$ cat config.mk
export PLATFORM = sky130hd
export DESIGN_NAME = ocpwm_channel
export DESIGN_NICKNAME = d
export VERILOG_FILES = /design/src/core/ocpwm_pkg.sv /design/src/core/ocpwm_channel.sv
export VERILOG_INCLUDE_DIRS = /design/src /design/src/core
export SDC_FILE = /design/constraint.sdc
export NUM_CORES = 1
export LEC_CHECK = 0
export BUFFER_PORTS_ARGS = -buffer_cell sky130_fd_sc_hd__buf_2
export CORE_MARGIN = 2
export CORE_UTILIZATION = 50
export CTS_CLUSTER_DIAMETER = 150
export DETAILED_ROUTE_END_ITERATION = 12
export PLACE_DENSITY = 0.8
export SLEW_MARGIN = 20
export SYNTH_ARGS = -nofsm -noshare
export SYNTH_HDL_FRONTEND = slang
export SYNTH_SLANG_ARGS = --single-unit
$ cat constraint.sdc
create_clock -name clk_i -period 6.3 [get_ports clk_i]
set_input_delay 0.63 -clock clk_i [delete_from_list [all_inputs] [get_ports clk_i]]
set_output_delay 0.63 -clock clk_i [all_outputs]
set_load 0.05 [all_outputs]
$ cat src/core/ocpwm_consts.svh
// Register offsets, reset values and fixed codes of the compare channel.
`ifndef OCPWM_CONSTS_SVH
`define OCPWM_CONSTS_SVH
`define OCPWM_OFS_CTRL1      8'h00
`define OCPWM_OFS_CTRL2      8'h04
`define OCPWM_OFS_PRIMARY    8'h08
`define OCPWM_OFS_SECONDARY  8'h0C
`define OCPWM_OFS_PERIOD     8'h10
`define OCPWM_OFS_COUNT      8'h14
`define OCPWM_RST_CTRL1      16'h0000
`define OCPWM_RST_CTRL2      16'h000C
`define OCPWM_RST_VALUE      16'h0000
`define OCPWM_SYNC_NONE      5'h00
`define OCPWM_SYNC_SELF      5'h1F
`define OCPWM_TSEL_SYSCLK    3'h7
`define OCPWM_TSEL_LAST      3'h4
`define OCPWM_FAULT_A_LAST   4
`endif

$ cat src/core/ocpwm_pkg.sv
// Types shared by the output compare and PWM channel.
package ocpwm_pkg;
    typedef enum logic [2:0] {
        OCM_OFF, OCM_SHOT_HIGH, OCM_SHOT_LOW, OCM_TOGGLE,
        OCM_DBL_SHOT, OCM_DBL_CONT, OCM_PWM_EDGE, OCM_PWM_CENTER
    } ocpwm_mode_t;
    typedef enum logic [1:0] {
        OCS_ARMED, OCS_SECOND, OCS_DONE
    } ocpwm_shot_t;
    typedef struct packed {
        logic        idle_halt;
        logic [2:0]  timebase_select;
        logic        fault_input_enable;
        logic        fault_seen_flag;
        logic        trigger_clear_mode;
        ocpwm_mode_t compare_mode_select;
    } ocpwm_ctrl1_t;
    typedef struct packed {
        logic       fault_hold_mode;
        logic       fault_drive_level;
        logic       fault_force_output;
        logic       output_invert;
        logic       cascade_enable;
        logic       trigger_not_sync;
        logic       trigger_running_status;
        logic       pin_tristate;
        logic [4:0] sync_source_select;
    } ocpwm_ctrl2_t;
    typedef struct packed {
        logic [15:0] primary;
        logic [15:0] secondary;
    } ocpwm_duty_t;
endpackage

$ cat src/core/ocpwm_channel.sv
// One output compare channel with PWM, fault, trigger and cascade logic.
//
// Contract
// - Idle-halt set freezes the channel while the processor idles.
// - Timebase selector picks timer 2,3,4,5,1 or system clock; 101,110 none.
// - Fault acts only when enabled; fault sets the flag in both PWM modes.
// - Trigger clear mode lets a secondary match clear trigger running status.
// - Mode 111 is center-aligned PWM, mode 110 edge-aligned PWM.
// - Mode 101 starts low and toggles on alternate primary/secondary matches.
// - Double single-shot starts low, toggles on primary then secondary once.
// - Mode 011 toggles the output on every compare event.
// - Mode 010 starts high, goes low once; mode 001 starts low, goes high.
// - Mode 000 disables the channel.
// - Fault input A serves channels one to four, B five to nine.
// - Compare values are double-buffered only in PWM modes.
// - Hold mode needs software clear; otherwise a new period ends fault.
// - In fault the PWM output takes the fault drive level.
// - Fault force output turns the pin to output during a fault.
// - Output invert inverts the channel output.
// - Cascade enable pairs this channel with its neighbour as 32 bits.
// - Trigger-not-sync picks trigger operation, else sync operation.
// - Trigger running status set by hardware; timer held zero while clear.
// - Pin tristate set releases the pin, else the channel drives it.
// - Sync selector: none, channels, timers, others, self; 1000x reserved.
// - Period value N gives a PWM period of N plus one counts.
// - PWM duty values latch only when the count meets the period.
// - All zero keeps output low; secondary above period keeps it high.
`timescale 1ns/1ps
`include "ocpwm_consts.svh"
module ocpwm_channel
    import ocpwm_pkg::*;
#(
    parameter int CHANNEL_INDEX = 1
) (
    input  wire logic        clk_i,
    input  wire logic        rst_i,
    input  wire logic        wb_cyc_i,
    input  wire logic        wb_stb_i,
    input  wire logic        wb_we_i,
    input  wire logic [7:0]  wb_adr_i,
    input  wire logic [3:0]  wb_sel_i,
    input  wire logic [31:0] wb_dat_i,
    output logic      [31:0] wb_dat_o,
    output logic             wb_ack_o,
    input  wire logic        cpu_idle_i,
    input  wire logic [4:0]  timer_tick_i,
    input  wire logic [31:0] sync_event_i,
    input  wire logic        cascade_carry_i,
    output logic             cascade_carry_o,
    input  wire logic        fault_input_a_i,
    input  wire logic        fault_input_b_i,
    output logic             compare_output_pin_o,
    output logic             compare_output_pin_oe_o
);
    // Register state.
    ocpwm_ctrl1_t ctrl1_ff, nxt_ctrl1;
    ocpwm_ctrl2_t ctrl2_ff, nxt_ctrl2;
    ocpwm_duty_t  duty_ff, nxt_duty;
    ocpwm_duty_t  act_ff, nxt_act;
    logic [15:0]  period_ff, nxt_period;
    logic [15:0]  count_ff, nxt_count;
    ocpwm_shot_t  shot_ff, nxt_shot;
    logic         lvl_ff, nxt_lvl;
    logic [2:0]   flt_sync_ff, nxt_flt_sync;
    logic         flt_lvl_ff, nxt_flt_lvl;
    logic         ack_ff, nxt_ack;
    logic [31:0]  rdat_ff, nxt_rdat;
    logic         pin_ff, nxt_pin;
    logic         oe_ff, nxt_oe;
    logic         carry_ff, nxt_carry;

    // Pack and unpack the control words; unused positions stay zero.
    function automatic logic [15:0] pack1(input ocpwm_ctrl1_t c);
        return {2'h0, c.idle_halt, c.timebase_select, 2'h0,
                c.fault_input_enable, 2'h0, c.fault_seen_flag,
                c.trigger_clear_mode, c.compare_mode_select};
    endfunction

    function automatic ocpwm_ctrl1_t unpack1(input logic [15:0] w);
        return ocpwm_ctrl1_t'({w[13:10], w[7], w[4:0]});
    endfunction

    function automatic logic [15:0] pack2(input ocpwm_ctrl2_t c);
        return {c.fault_hold_mode, c.fault_drive_level,
                c.fault_force_output, c.output_invert, 3'h0,
                c.cascade_enable, c.trigger_not_sync,
                c.trigger_running_status, c.pin_tristate,
                c.sync_source_select};
    endfunction

    function automatic ocpwm_ctrl2_t unpack2(input logic [15:0] w);
        return ocpwm_ctrl2_t'({w[15:12], w[8:0]});
    endfunction

    // Merge a bus write into a 16-bit register by byte lane.
    function automatic logic [15:0] merge(input logic [15:0] old,
                                          input logic [15:0] dat,
                                          input logic [1:0]  sel);
        return {sel[1] ? dat[15:8] : old[15:8],
                sel[0] ? dat[7:0] : old[7:0]};
    endfunction

    // Decoded request and shared control terms.
    logic        req, wr, run, pwm, tick, period_hit, sync_ev, trig_mode;
    logic        fire_p, fire_s, fault_pin, fault_now, pwm_lvl, raw;
    logic        wr_c1, wr_c2;
    logic [15:0] wv_c1, wv_c2;
    ocpwm_mode_t mode;

    assign req = wb_cyc_i & wb_stb_i & ~ack_ff;
    assign wr = req & wb_we_i;
    assign wr_c1 = wr && wb_adr_i == `OCPWM_OFS_CTRL1;
    assign wr_c2 = wr && wb_adr_i == `OCPWM_OFS_CTRL2;
    assign wv_c1 = merge(pack1(ctrl1_ff), wb_dat_i[15:0], wb_sel_i[1:0]);
    assign wv_c2 = merge(pack2(ctrl2_ff), wb_dat_i[15:0], wb_sel_i[1:0]);
    assign mode = ctrl1_ff.compare_mode_select;
    assign pwm = mode == OCM_PWM_EDGE || mode == OCM_PWM_CENTER;
    assign run = ~(ctrl1_ff.idle_halt & cpu_idle_i);
    assign trig_mode = ctrl2_ff.trigger_not_sync &&
                       ctrl2_ff.sync_source_select != `OCPWM_SYNC_NONE;
    assign fault_pin = flt_lvl_ff;

    // Timebase selection; cascade feeds the count from the lower half.
    always_comb begin
        tick = 1'b0;
        if (ctrl2_ff.cascade_enable) begin
            tick = cascade_carry_i;
        end else if (ctrl1_ff.timebase_select == `OCPWM_TSEL_SYSCLK) begin
            tick = 1'b1;
        end else if (ctrl1_ff.timebase_select <= `OCPWM_TSEL_LAST) begin
            tick = timer_tick_i[ctrl1_ff.timebase_select];
        end
    end

    // Period end, sync source event and compare matches.
    always_comb begin
        period_hit = tick && count_ff == period_ff;
        unique case (ctrl2_ff.sync_source_select)
            `OCPWM_SYNC_NONE: sync_ev = 1'b0;
            `OCPWM_SYNC_SELF: sync_ev = period_hit;
            default: sync_ev = sync_event_i[ctrl2_ff.sync_source_select];
        endcase
        fire_p = run && tick && count_ff == act_ff.primary;
        fire_s = run && tick && count_ff == act_ff.secondary;
        fault_now = ctrl1_ff.fault_input_enable && pwm && fault_pin;
    end

    // Fault pin: three stages, a change counts when the last two agree.
    always_comb begin
        nxt_flt_sync = {flt_sync_ff[1:0],
                        (CHANNEL_INDEX <= `OCPWM_FAULT_A_LAST) ?
                        fault_input_a_i : fault_input_b_i};
        nxt_flt_lvl = flt_lvl_ff;
        if (flt_sync_ff[2] == flt_sync_ff[1]) begin
            nxt_flt_lvl = flt_sync_ff[2];
        end
    end

    // Control registers, including the hardware-owned status bits.
    always_comb begin
        nxt_ctrl1 = ctrl1_ff;
        nxt_ctrl2 = ctrl2_ff;
        if (wr_c1) begin
            nxt_ctrl1 = unpack1(wv_c1);
            nxt_ctrl1.fault_seen_flag = ctrl1_ff.fault_seen_flag;
            if (ctrl2_ff.fault_hold_mode && !wv_c1[4] && !fault_pin) begin
                nxt_ctrl1.fault_seen_flag = 1'b0;
            end
        end
        if (wr_c2) begin
            nxt_ctrl2 = unpack2(wv_c2);
        end
        if (run && !ctrl2_ff.fault_hold_mode && period_hit && !fault_pin) begin
            nxt_ctrl1.fault_seen_flag = 1'b0;
        end
        if (fault_now) begin
            nxt_ctrl1.fault_seen_flag = 1'b1;
        end
        if (run && ctrl1_ff.trigger_clear_mode && tick &&
            count_ff == act_ff.secondary) begin
            nxt_ctrl2.trigger_running_status = 1'b0;
        end
        if (run && trig_mode && sync_ev) begin
            nxt_ctrl2.trigger_running_status = 1'b1;
        end
    end

    // Compare value, period and buffered copies.
    always_comb begin
        nxt_duty = duty_ff;
        nxt_period = period_ff;
        if (wr && wb_adr_i == `OCPWM_OFS_PRIMARY) begin
            nxt_duty.primary = merge(duty_ff.primary, wb_dat_i[15:0],
                                     wb_sel_i[1:0]);
        end
        if (wr && wb_adr_i == `OCPWM_OFS_SECONDARY) begin
            nxt_duty.secondary = merge(duty_ff.secondary, wb_dat_i[15:0],
                                       wb_sel_i[1:0]);
        end
        if (wr && wb_adr_i == `OCPWM_OFS_PERIOD) begin
            nxt_period = merge(period_ff, wb_dat_i[15:0], wb_sel_i[1:0]);
        end
        nxt_act = act_ff;
        if (!pwm) begin
            nxt_act = duty_ff;
        end else if (run && period_hit) begin
            nxt_act = duty_ff;
        end
    end

    // Channel timer: held, synced, triggered or counting to the period.
    always_comb begin
        nxt_count = count_ff;
        nxt_carry = 1'b0;
        if (mode == OCM_OFF) begin
            nxt_count = 16'h0000;
        end else if (run) begin
            nxt_carry = period_hit;
            if (trig_mode && !ctrl2_ff.trigger_running_status) begin
                nxt_count = 16'h0000;
            end else if (!ctrl2_ff.trigger_not_sync && sync_ev) begin
                nxt_count = 16'h0000;
            end else if (tick) begin
                nxt_count = period_hit ? 16'h0000 : count_ff + 16'h0001;
            end
        end
    end

    // Compare modes: output level and one-shot progress.
    always_comb begin
        nxt_lvl = lvl_ff;
        nxt_shot = shot_ff;
        if (wr_c1) begin
            nxt_lvl = wv_c1[2:0] == OCM_SHOT_LOW;
            nxt_shot = OCS_ARMED;
        end else begin
            unique case (mode)
                OCM_SHOT_HIGH: if (shot_ff == OCS_ARMED && fire_p) begin
                    nxt_lvl = 1'b1;
                    nxt_shot = OCS_DONE;
                end
                OCM_SHOT_LOW: if (shot_ff == OCS_ARMED && fire_p) begin
                    nxt_lvl = 1'b0;
                    nxt_shot = OCS_DONE;
                end
                OCM_TOGGLE: if (fire_p) begin
                    nxt_lvl = ~lvl_ff;
                end
                OCM_DBL_SHOT: begin
                    if (shot_ff == OCS_ARMED && fire_p) begin
                        nxt_lvl = ~lvl_ff;
                        nxt_shot = OCS_SECOND;
                    end else if (shot_ff == OCS_SECOND && fire_s) begin
                        nxt_lvl = ~lvl_ff;
                        nxt_shot = OCS_DONE;
                    end
                end
                OCM_DBL_CONT: begin
                    if (shot_ff == OCS_ARMED && fire_p) begin
                        nxt_lvl = ~lvl_ff;
                        nxt_shot = OCS_SECOND;
                    end else if (shot_ff == OCS_SECOND && fire_s) begin
                        nxt_lvl = ~lvl_ff;
                        nxt_shot = OCS_ARMED;
                    end
                end
                OCM_OFF: nxt_lvl = 1'b0;
                OCM_PWM_EDGE, OCM_PWM_CENTER: nxt_lvl = lvl_ff;
            endcase
        end
    end

    // PWM level and the pin after fault, invert and direction control.
    always_comb begin
        if (mode == OCM_PWM_CENTER) begin
            pwm_lvl = count_ff >= act_ff.primary &&
                      count_ff < act_ff.secondary;
        end else begin
            pwm_lvl = count_ff < act_ff.secondary;
        end
        raw = pwm ? pwm_lvl : lvl_ff;
        nxt_pin = pin_ff;
        nxt_oe = oe_ff;
        if (run) begin
            nxt_pin = raw ^ ctrl2_ff.output_invert;
            nxt_oe = ~ctrl2_ff.pin_tristate;
            if (pwm && ctrl1_ff.fault_seen_flag) begin
                nxt_pin = ctrl2_ff.fault_drive_level;
                if (ctrl2_ff.fault_force_output) begin
                    nxt_oe = 1'b1;
                end
            end
        end
    end

    // Bus answer: one wait state, unmapped reads return zero.
    always_comb begin
        nxt_ack = req;
        nxt_rdat = 32'h0000_0000;
        if (req && !wb_we_i) begin
            unique case (wb_adr_i)
                `OCPWM_OFS_CTRL1:     nxt_rdat[15:0] = pack1(ctrl1_ff);
                `OCPWM_OFS_CTRL2:     nxt_rdat[15:0] = pack2(ctrl2_ff);
                `OCPWM_OFS_PRIMARY:   nxt_rdat[15:0] = duty_ff.primary;
                `OCPWM_OFS_SECONDARY: nxt_rdat[15:0] = duty_ff.secondary;
                `OCPWM_OFS_PERIOD:    nxt_rdat[15:0] = period_ff;
                `OCPWM_OFS_COUNT:     nxt_rdat[15:0] = count_ff;
                default:              nxt_rdat = 32'h0000_0000;
            endcase
        end
    end

    // All state registers.
    always_ff @(posedge clk_i) begin
        if (rst_i) begin
            ctrl1_ff <= unpack1(`OCPWM_RST_CTRL1);
            ctrl2_ff <= unpack2(`OCPWM_RST_CTRL2);
            duty_ff <= {`OCPWM_RST_VALUE, `OCPWM_RST_VALUE};
            act_ff <= {`OCPWM_RST_VALUE, `OCPWM_RST_VALUE};
            period_ff <= `OCPWM_RST_VALUE;
            count_ff <= `OCPWM_RST_VALUE;
            shot_ff <= OCS_ARMED;
            lvl_ff <= 1'b0;
            flt_sync_ff <= 3'h0;
            flt_lvl_ff <= 1'b0;
            ack_ff <= 1'b0;
            rdat_ff <= 32'h0000_0000;
            pin_ff <= 1'b0;
            oe_ff <= 1'b1;
            carry_ff <= 1'b0;
        end else begin
            ctrl1_ff <= nxt_ctrl1;
            ctrl2_ff <= nxt_ctrl2;
            duty_ff <= nxt_duty;
            act_ff <= nxt_act;
            period_ff <= nxt_period;
            count_ff <= nxt_count;
            shot_ff <= nxt_shot;
            lvl_ff <= nxt_lvl;
            flt_sync_ff <= nxt_flt_sync;
            flt_lvl_ff <= nxt_flt_lvl;
            ack_ff <= nxt_ack;
            rdat_ff <= nxt_rdat;
            pin_ff <= nxt_pin;
            oe_ff <= nxt_oe;
            carry_ff <= nxt_carry;
        end
    end

    // Outputs straight from flip-flops.
    assign wb_ack_o = ack_ff;
    assign wb_dat_o = rdat_ff;
    assign compare_output_pin_o = pin_ff;
    assign compare_output_pin_oe_o = oe_ff;
    assign cascade_carry_o = carry_ff;
endmodule

== Word level (Yosys, flattened, before mapping) ==
Cells that the tools add are included.

* Input port bits: 90
* Flip-flop bits (word level): 162
* Logic and storage cells: 191

* Bitwise gates (word level): 10
* Reductions and logical operators: 70
* $add $sub $neg: 1
* Mux-type cells: 42
* Order comparisons: 5
* Eq/ne operators: 29

{| class="wikitable"
|+ Operators by type and width
! kind !! count
|-
| $pmux W16 S6 || 1
|-
| $mux W16 || 4
|-
| $mux W32 || 2
|-
| $eq A16 B16 Y1 || 3
|-
| $logic_and A1 B1 Y1 || 30
|-
| $reduce_and A2 Y1 || 13
|-
| $mux W1 || 21
|-
| $reduce_bool A3 Y1 || 6
|-
| $add A16 B1 Y16 const B || 1
|-
| $eq A8 B4 Y1 const B || 2
|-
| $eq A8 B5 Y1 const B || 2
|-
| $ge A16 B16 Y1 || 1
|-
| $lt A16 B16 Y1 || 1
|-
| $eq A3 B3 Y1 const B || 5
|-
| $ne A3 B3 Y1 const B || 5
|-
| $mux W7 || 2
|-
| $reduce_or A2 Y1 || 6
|-
| $mux W2 || 5
|-
| $mux W5 || 2
|-
| $eq A3 B2 Y1 const B || 3
|-
| $eq A8 B3 Y1 const B || 1
|-
| $logic_not A8 Y1 || 1
|-
| $logic_not A1 Y1 || 6
|-
| $lt A5 B6 Y1 const B || 1
|-
| other kinds (25) || 33
|}

== Logic depth before layout (Yosys ltp) ==
* Word-level depth: 12
* Mapped depth: 11

== Worst setup path before layout ==
No wires, ideal clock.

* Path type: register to register
* Start: register count_ff[9]
* End: register lvl_ff
* Cell stages (with the launch flop): 10
* Path slack: 3.742 ns
* Library setup time: 0.067 ns
* Period minus slack after synthesis: 2.558 ns
* Arrival time: 2.491 ns
* Required time: 6.233 ns
* Path through: dfxtp_1 > ha_1 > nand4_1 > nor3_1 > nand2_1 > or3_1 > or4_1 > and3_4 > mux2_4 > a21oi_2

* Word-level cells in the longest chain between the ends: 6
* Elaborated cells between the ends (all ways): 14

{| class="wikitable"
|+ RTL lines
! element !! line !! RTL
|-
| start: declaration || ocpwm_channel.sv:61 || <nowiki>logic [15:0] count_ff, nxt_count;</nowiki>
|-
| start signal: assignment || ocpwm_channel.sv:321 || <nowiki>count_ff <= `OCPWM_RST_VALUE;</nowiki>
|-
| start signal: assignment || ocpwm_channel.sv:337 || <nowiki>count_ff <= nxt_count;</nowiki>
|-
| $eq A16 B16 Y1 || ocpwm_channel.sv:143 || <nowiki>fire_p = run && tick && count_ff == act_ff.primary;</nowiki>
|-
| $logic_and A1 B1 Y1 || ocpwm_channel.sv:143 ||
|-
| $logic_and A1 B1 Y1 || - ||
|-
| $mux W1 || ocpwm_channel.sv:250 || <nowiki>if (shot_ff == OCS_ARMED && fire_p) begin</nowiki>
|-
| $pmux W1 S5 || ocpwm_channel.sv:237 || <nowiki>unique case (mode)</nowiki>
|-
| $mux W1 || ocpwm_channel.sv:233 || <nowiki>if (wr_c1) begin</nowiki>
|-
| end signal: assignment || ocpwm_channel.sv:339 || <nowiki>lvl_ff <= nxt_lvl;</nowiki>
|-
| end: declaration || ocpwm_channel.sv:63 || <nowiki>logic lvl_ff, nxt_lvl;</nowiki>
|}

Several ways; a longest one is shown, not always the timed one.
A chain may end at the register's enable or synchronous reset.

== Worst setup path after layout ==
* Start: register ctrl2_ff[2] (netlist bit)
* End: register count_ff[11]

* Word-level cells in the longest chain between the ends: 6
* Elaborated cells between the ends (all ways): 13

{| class="wikitable"
|+ RTL lines
! element !! line !! RTL
|-
| start: declaration || ocpwm_channel.sv:57 || <nowiki>ocpwm_ctrl2_t ctrl2_ff, nxt_ctrl2;</nowiki>
|-
| start signal: assignment || ocpwm_channel.sv:317 || <nowiki>ctrl2_ff <= unpack2(`OCPWM_RST_CTRL2);</nowiki>
|-
| start signal: assignment || ocpwm_channel.sv:333 || <nowiki>ctrl2_ff <= nxt_ctrl2;</nowiki>
|-
| $bmux W1 S5 || ocpwm_channel.sv:141 || <nowiki>default: sync_ev = sync_event_i[ctrl2_ff.sync_source_select];</nowiki>
|-
| $mux W1 (implied by the code) || ocpwm_channel.sv:141 ||
|-
| $pmux W1 S2 || ocpwm_channel.sv:138 || <nowiki>unique case (ctrl2_ff.sync_source_select)</nowiki>
|-
| $logic_and A1 B1 Y1 || ocpwm_channel.sv:221 || <nowiki>end else if (!ctrl2_ff.trigger_not_sync && sync_ev) begin</nowiki>
|-
| $reduce_bool A3 Y1 (no source line) / $mux W16 (equally long branches) || - ||
|-
| $reduce_and A2 Y1 (no source line) / $mux W16 (equally long branches) || - ||
|}

Several ways; a longest one is shown, not always the timed one. The select of a mux whose other input is x is not followed.

==> flow_summary.toml <==
[synth]
synth.area.top_cells = "sky130_fd_sc_hd__dfxtp_1, sky130_fd_sc_hd__mux2i_1, sky130_fd_sc_hd__nand2_1"
synth.cells.most_frequent = "sky130_fd_sc_hd__dfxtp_1, sky130_fd_sc_hd__nand2_1, sky130_fd_sc_hd__nor2_1, sky130_fd_sc_hd__mux2i_1, sky130_fd_sc_hd__a21oi_1"
synthCells = 909
ys.flop_type = "sky130_fd_sc_hd__dfxtp_1"
ys_async_sr_fraction_pct = 0
cell_variety_after_synth = 63
yosysWarningCount = 0
share_of_the_yosys_chip_area_belonging_to_registers_pct = 38.18
synthMostInstantiatedCell = "sky130_fd_sc_hd__dfxtp_1"
ys_seq_elements = 146
syn_area_sq_um = 7656
post_synth_edffs = 0
post_synth.cell_area_avg_sq_um = 8.423
yosysTopAreaCellShare_pct = 38.18
synth_top_cell_by_area = "sky130_fd_sc_hd__dfxtp_1"

[placement]
dpl.hpwl_mm = 14.37
gpl.final_weighted_congestion = 0.9074
port_buffers = 89
detailedPlace.worstSlack_ns = 2.544

[outcome]
run_status = "complete, no violations"

[clocking]
cts_setup_buffers = 0
htree_levels = 4
clk_latency_ns = 0.43
clock-sinks = 146
post_cts_resize_count = 0
cts-buffers-inserted = 17
cts.path.max_buffers = 2
cts_tree = "yes"
clk_pin_slew_worst_paths_ns = 0.07
cts-hold-fix-buffers = 0
ctsRootBufferMaster = "sky130_fd_sc_hd__clkbuf_16"

[floorplan]
die_height_um = 127.7
die_w_um = 127.7
io_pins = 126
floorplan.core_area_sq_um = 15090
placementRows = 45
floorplan.die_area_sq_um = 16320
initial_utilization_pct = 50.74

[sta]
period_share_pct = 55.90
worst_setup_slack_after_layout_ns = 2.779
fin_worst_skew_ns = 0.01028
grt_setup_unrepaired = "no"
timing.final.max_slew_violations = 0
holdWs_ns = 0.4191
max_slew_margin_pct = 23.23
setup_viol_count_final = 0
worst-slew-pin-transition_ns = 1.152
tns_ns = 0
hold_violations = 0
finalWorstPathRequiredPeriod_ns = 3.521
max_freq_mhz = 284.0

[route]
m1WireLength_mm = 8.812
antenna_violating_nets_post_route = 0
drt-pass1-iter-count = 6
detail_route.wl_per_cell_um = 17.65
met2WireLength_mm = 9.520
drt-vias-per-instance = 5.914
route.top_layer_used = "met4"
drt_drc_violations_left = 0
drt-initial-drc-count = 666
vias = 6913
totalWireLength_mm = 20.63
route.met3.wl_mm = 1.639

[pwr]
power_leakage_nw = 3.657
power.density_nw_per_um2 = 237.7
fin_total_pwr_mw = 2.069
worst_ir_drop_vdd_v = 0.0001898

[global_routing]
global_route.overflow_total = 0
globalRouteTotalUtil_pct = 25.52
grt_first_pass_wirelength_mm = 33.03
maximum_number_of_pins_on_one_net_before_global_route_repair = 84
grt_pass1_vias = 6317
grt_antenna_before_repair = 0

[worst_setup_path]
worst_path_dominant_cell_family = "simple AND/OR/NAND/NOR gates"
cp_max_fo = 16
crit_buf_inv = 0
critical_path.cell_chain = "mux4_2 -> mux2i_1 -> nor3b_1 -> o41ai_4 -> nand4b_2 -> nor2_2 -> nand2_1 -> o21ai_1"
worstSetupPathType = "register to register"
crit_slowest_cell = "sky130_fd_sc_hd__dfxtp_1"
arrival_ns = 3.88
critical-path-max-stage-delay_ns = 0.75
worst_ep_required_time_ns = 6.66
crit_path_start_kind = "register"
critPathCaptureType = "register"

[worst_hold_path]
timing.hold.worst.class = "input port to register"

[cells_and_area]
post_route_cells_drive_above_1_share_pct = 15.19
antennaDiodeCount = 0
synthToLayoutAreaGrowth_pct = 13.66
nets = 1091

[flow_run]
cap_viol_max_count = 0
[flip-flops by register name (all words and copies together), names as in the netlist]
register	flops
period_ff	16
fault_pin	1
compare_output_pin_oe_o	1
wb_ack_o	1
duty_ff	32
lvl_ff	1
act_ff	32
mode	3
ctrl1_ff	7
shot_ff	2
cascade_carry_o	1
flt_sync_ff	3
wb_dat_o	16
count_ff	16
compare_output_pin_o	1
ctrl2_ff	13
[layer usage]
metal  global-route usage (%)  vias up
met3                    4.758       61
met2                    40.45      352
met5                        0        -
met1                    34.70     3226
li1                         -     3274
met4                    9.696        0
[report_power, final]
group / switching (mW) / leakage [nW] / internal (mW)
Clock: 0.418 / 0.291 / 0.622
Sequential: 0.000655 / 1.18 / 0.924
Combinational: 0.0726 / 2.19 / 0.0314
Total: 0.491 / 3.66 / 1.58
[cell usage in the layout, fill, tap and decap left out, types with 4 or more instances in the layout]
cell type	netlist	routed
sky130_fd_sc_hd__clkbuf_16	0	17
sky130_fd_sc_hd__conb_1	1	16
sky130_fd_sc_hd__nor4_1	4	4
sky130_fd_sc_hd__a21o_1	4	4
sky130_fd_sc_hd__nand3_1	25	24
sky130_fd_sc_hd__o21ai_1	25	25
sky130_fd_sc_hd__and2_1	6	6
sky130_fd_sc_hd__nor2b_1	11	11
sky130_fd_sc_hd__nor3_1	8	8
sky130_fd_sc_hd__inv_1	39	39
sky130_fd_sc_hd__nand2_1	119	119
sky130_fd_sc_hd__inv_6	0	5
sky130_fd_sc_hd__ha_1	33	33
sky130_fd_sc_hd__a21oi_1	73	73
sky130_fd_sc_hd__xnor2_1	17	17
sky130_fd_sc_hd__nor2_1	103	103
sky130_fd_sc_hd__a22oi_1	13	13
sky130_fd_sc_hd__mux4_2	6	6
sky130_fd_sc_hd__mux2i_1	76	76
sky130_fd_sc_hd__nand2b_1	9	9
sky130_fd_sc_hd__nand4_1	10	10
sky130_fd_sc_hd__a211oi_1	9	9
sky130_fd_sc_hd__and3_1	15	15
sky130_fd_sc_hd__buf_2	9	88
sky130_fd_sc_hd__buf_4	21	5
sky130_fd_sc_hd__dfxtp_1	146	146
sky130_fd_sc_hd__a221oi_1	16	16
sky130_fd_sc_hd__o21ai_0	16	16
[metrics by stage]
step                instances  cell area (sq um)  util (%)
floorplan                 924               7712         -
global placement         1137               8085     53.58
detailed placement       1137               8085     53.58
CTS                      1169               8696     57.63
global route             1169               8702     57.67
finish                   1169               8702     57.67
[layout make-up]
class | count | area, sq um
Clock buffer | 20 | 466.7
Clock inverter | 12 | 143.9
Fill cell | 1277 | 6387
Inverter | 39 | 146.4
Multi-Input combinational cell | 671 | 4309
Sequential cell | 146 | 2923
Tap cell | 188 | 235.2
Timing Repair Buffer | 93 | 478.0
[worst paths after layout]
path	start	end	slack, ns	cells past startpoint
worst max-delay path	ctrl2_ff[2]	count_ff[11]	2.78	8
worst min-delay path	fault_input_a_i	flt_sync_ff[0]	0.42	2
worst max register to register	ctrl2_ff[2]	count_ff[11]	2.78	8
worst min register to register	flt_sync_ff[0]	flt_sync_ff[1]	0.44	1
[cell families (layout without fill, tap and decap cells)]
logic type	after synthesis	count (layout)	share of synthesized area [%]
simple gates	331	331	19.76
compound gates	189	189	16.06
flops	146	146	38.18
buf+inv	107	164	6.422
mux	85	85	12.19
fa+ha+maj	33	33	5.393
xor+xnor	17	17	1.945
other cells	1	16	0.04898
Power figures use the tool's default switching activity.
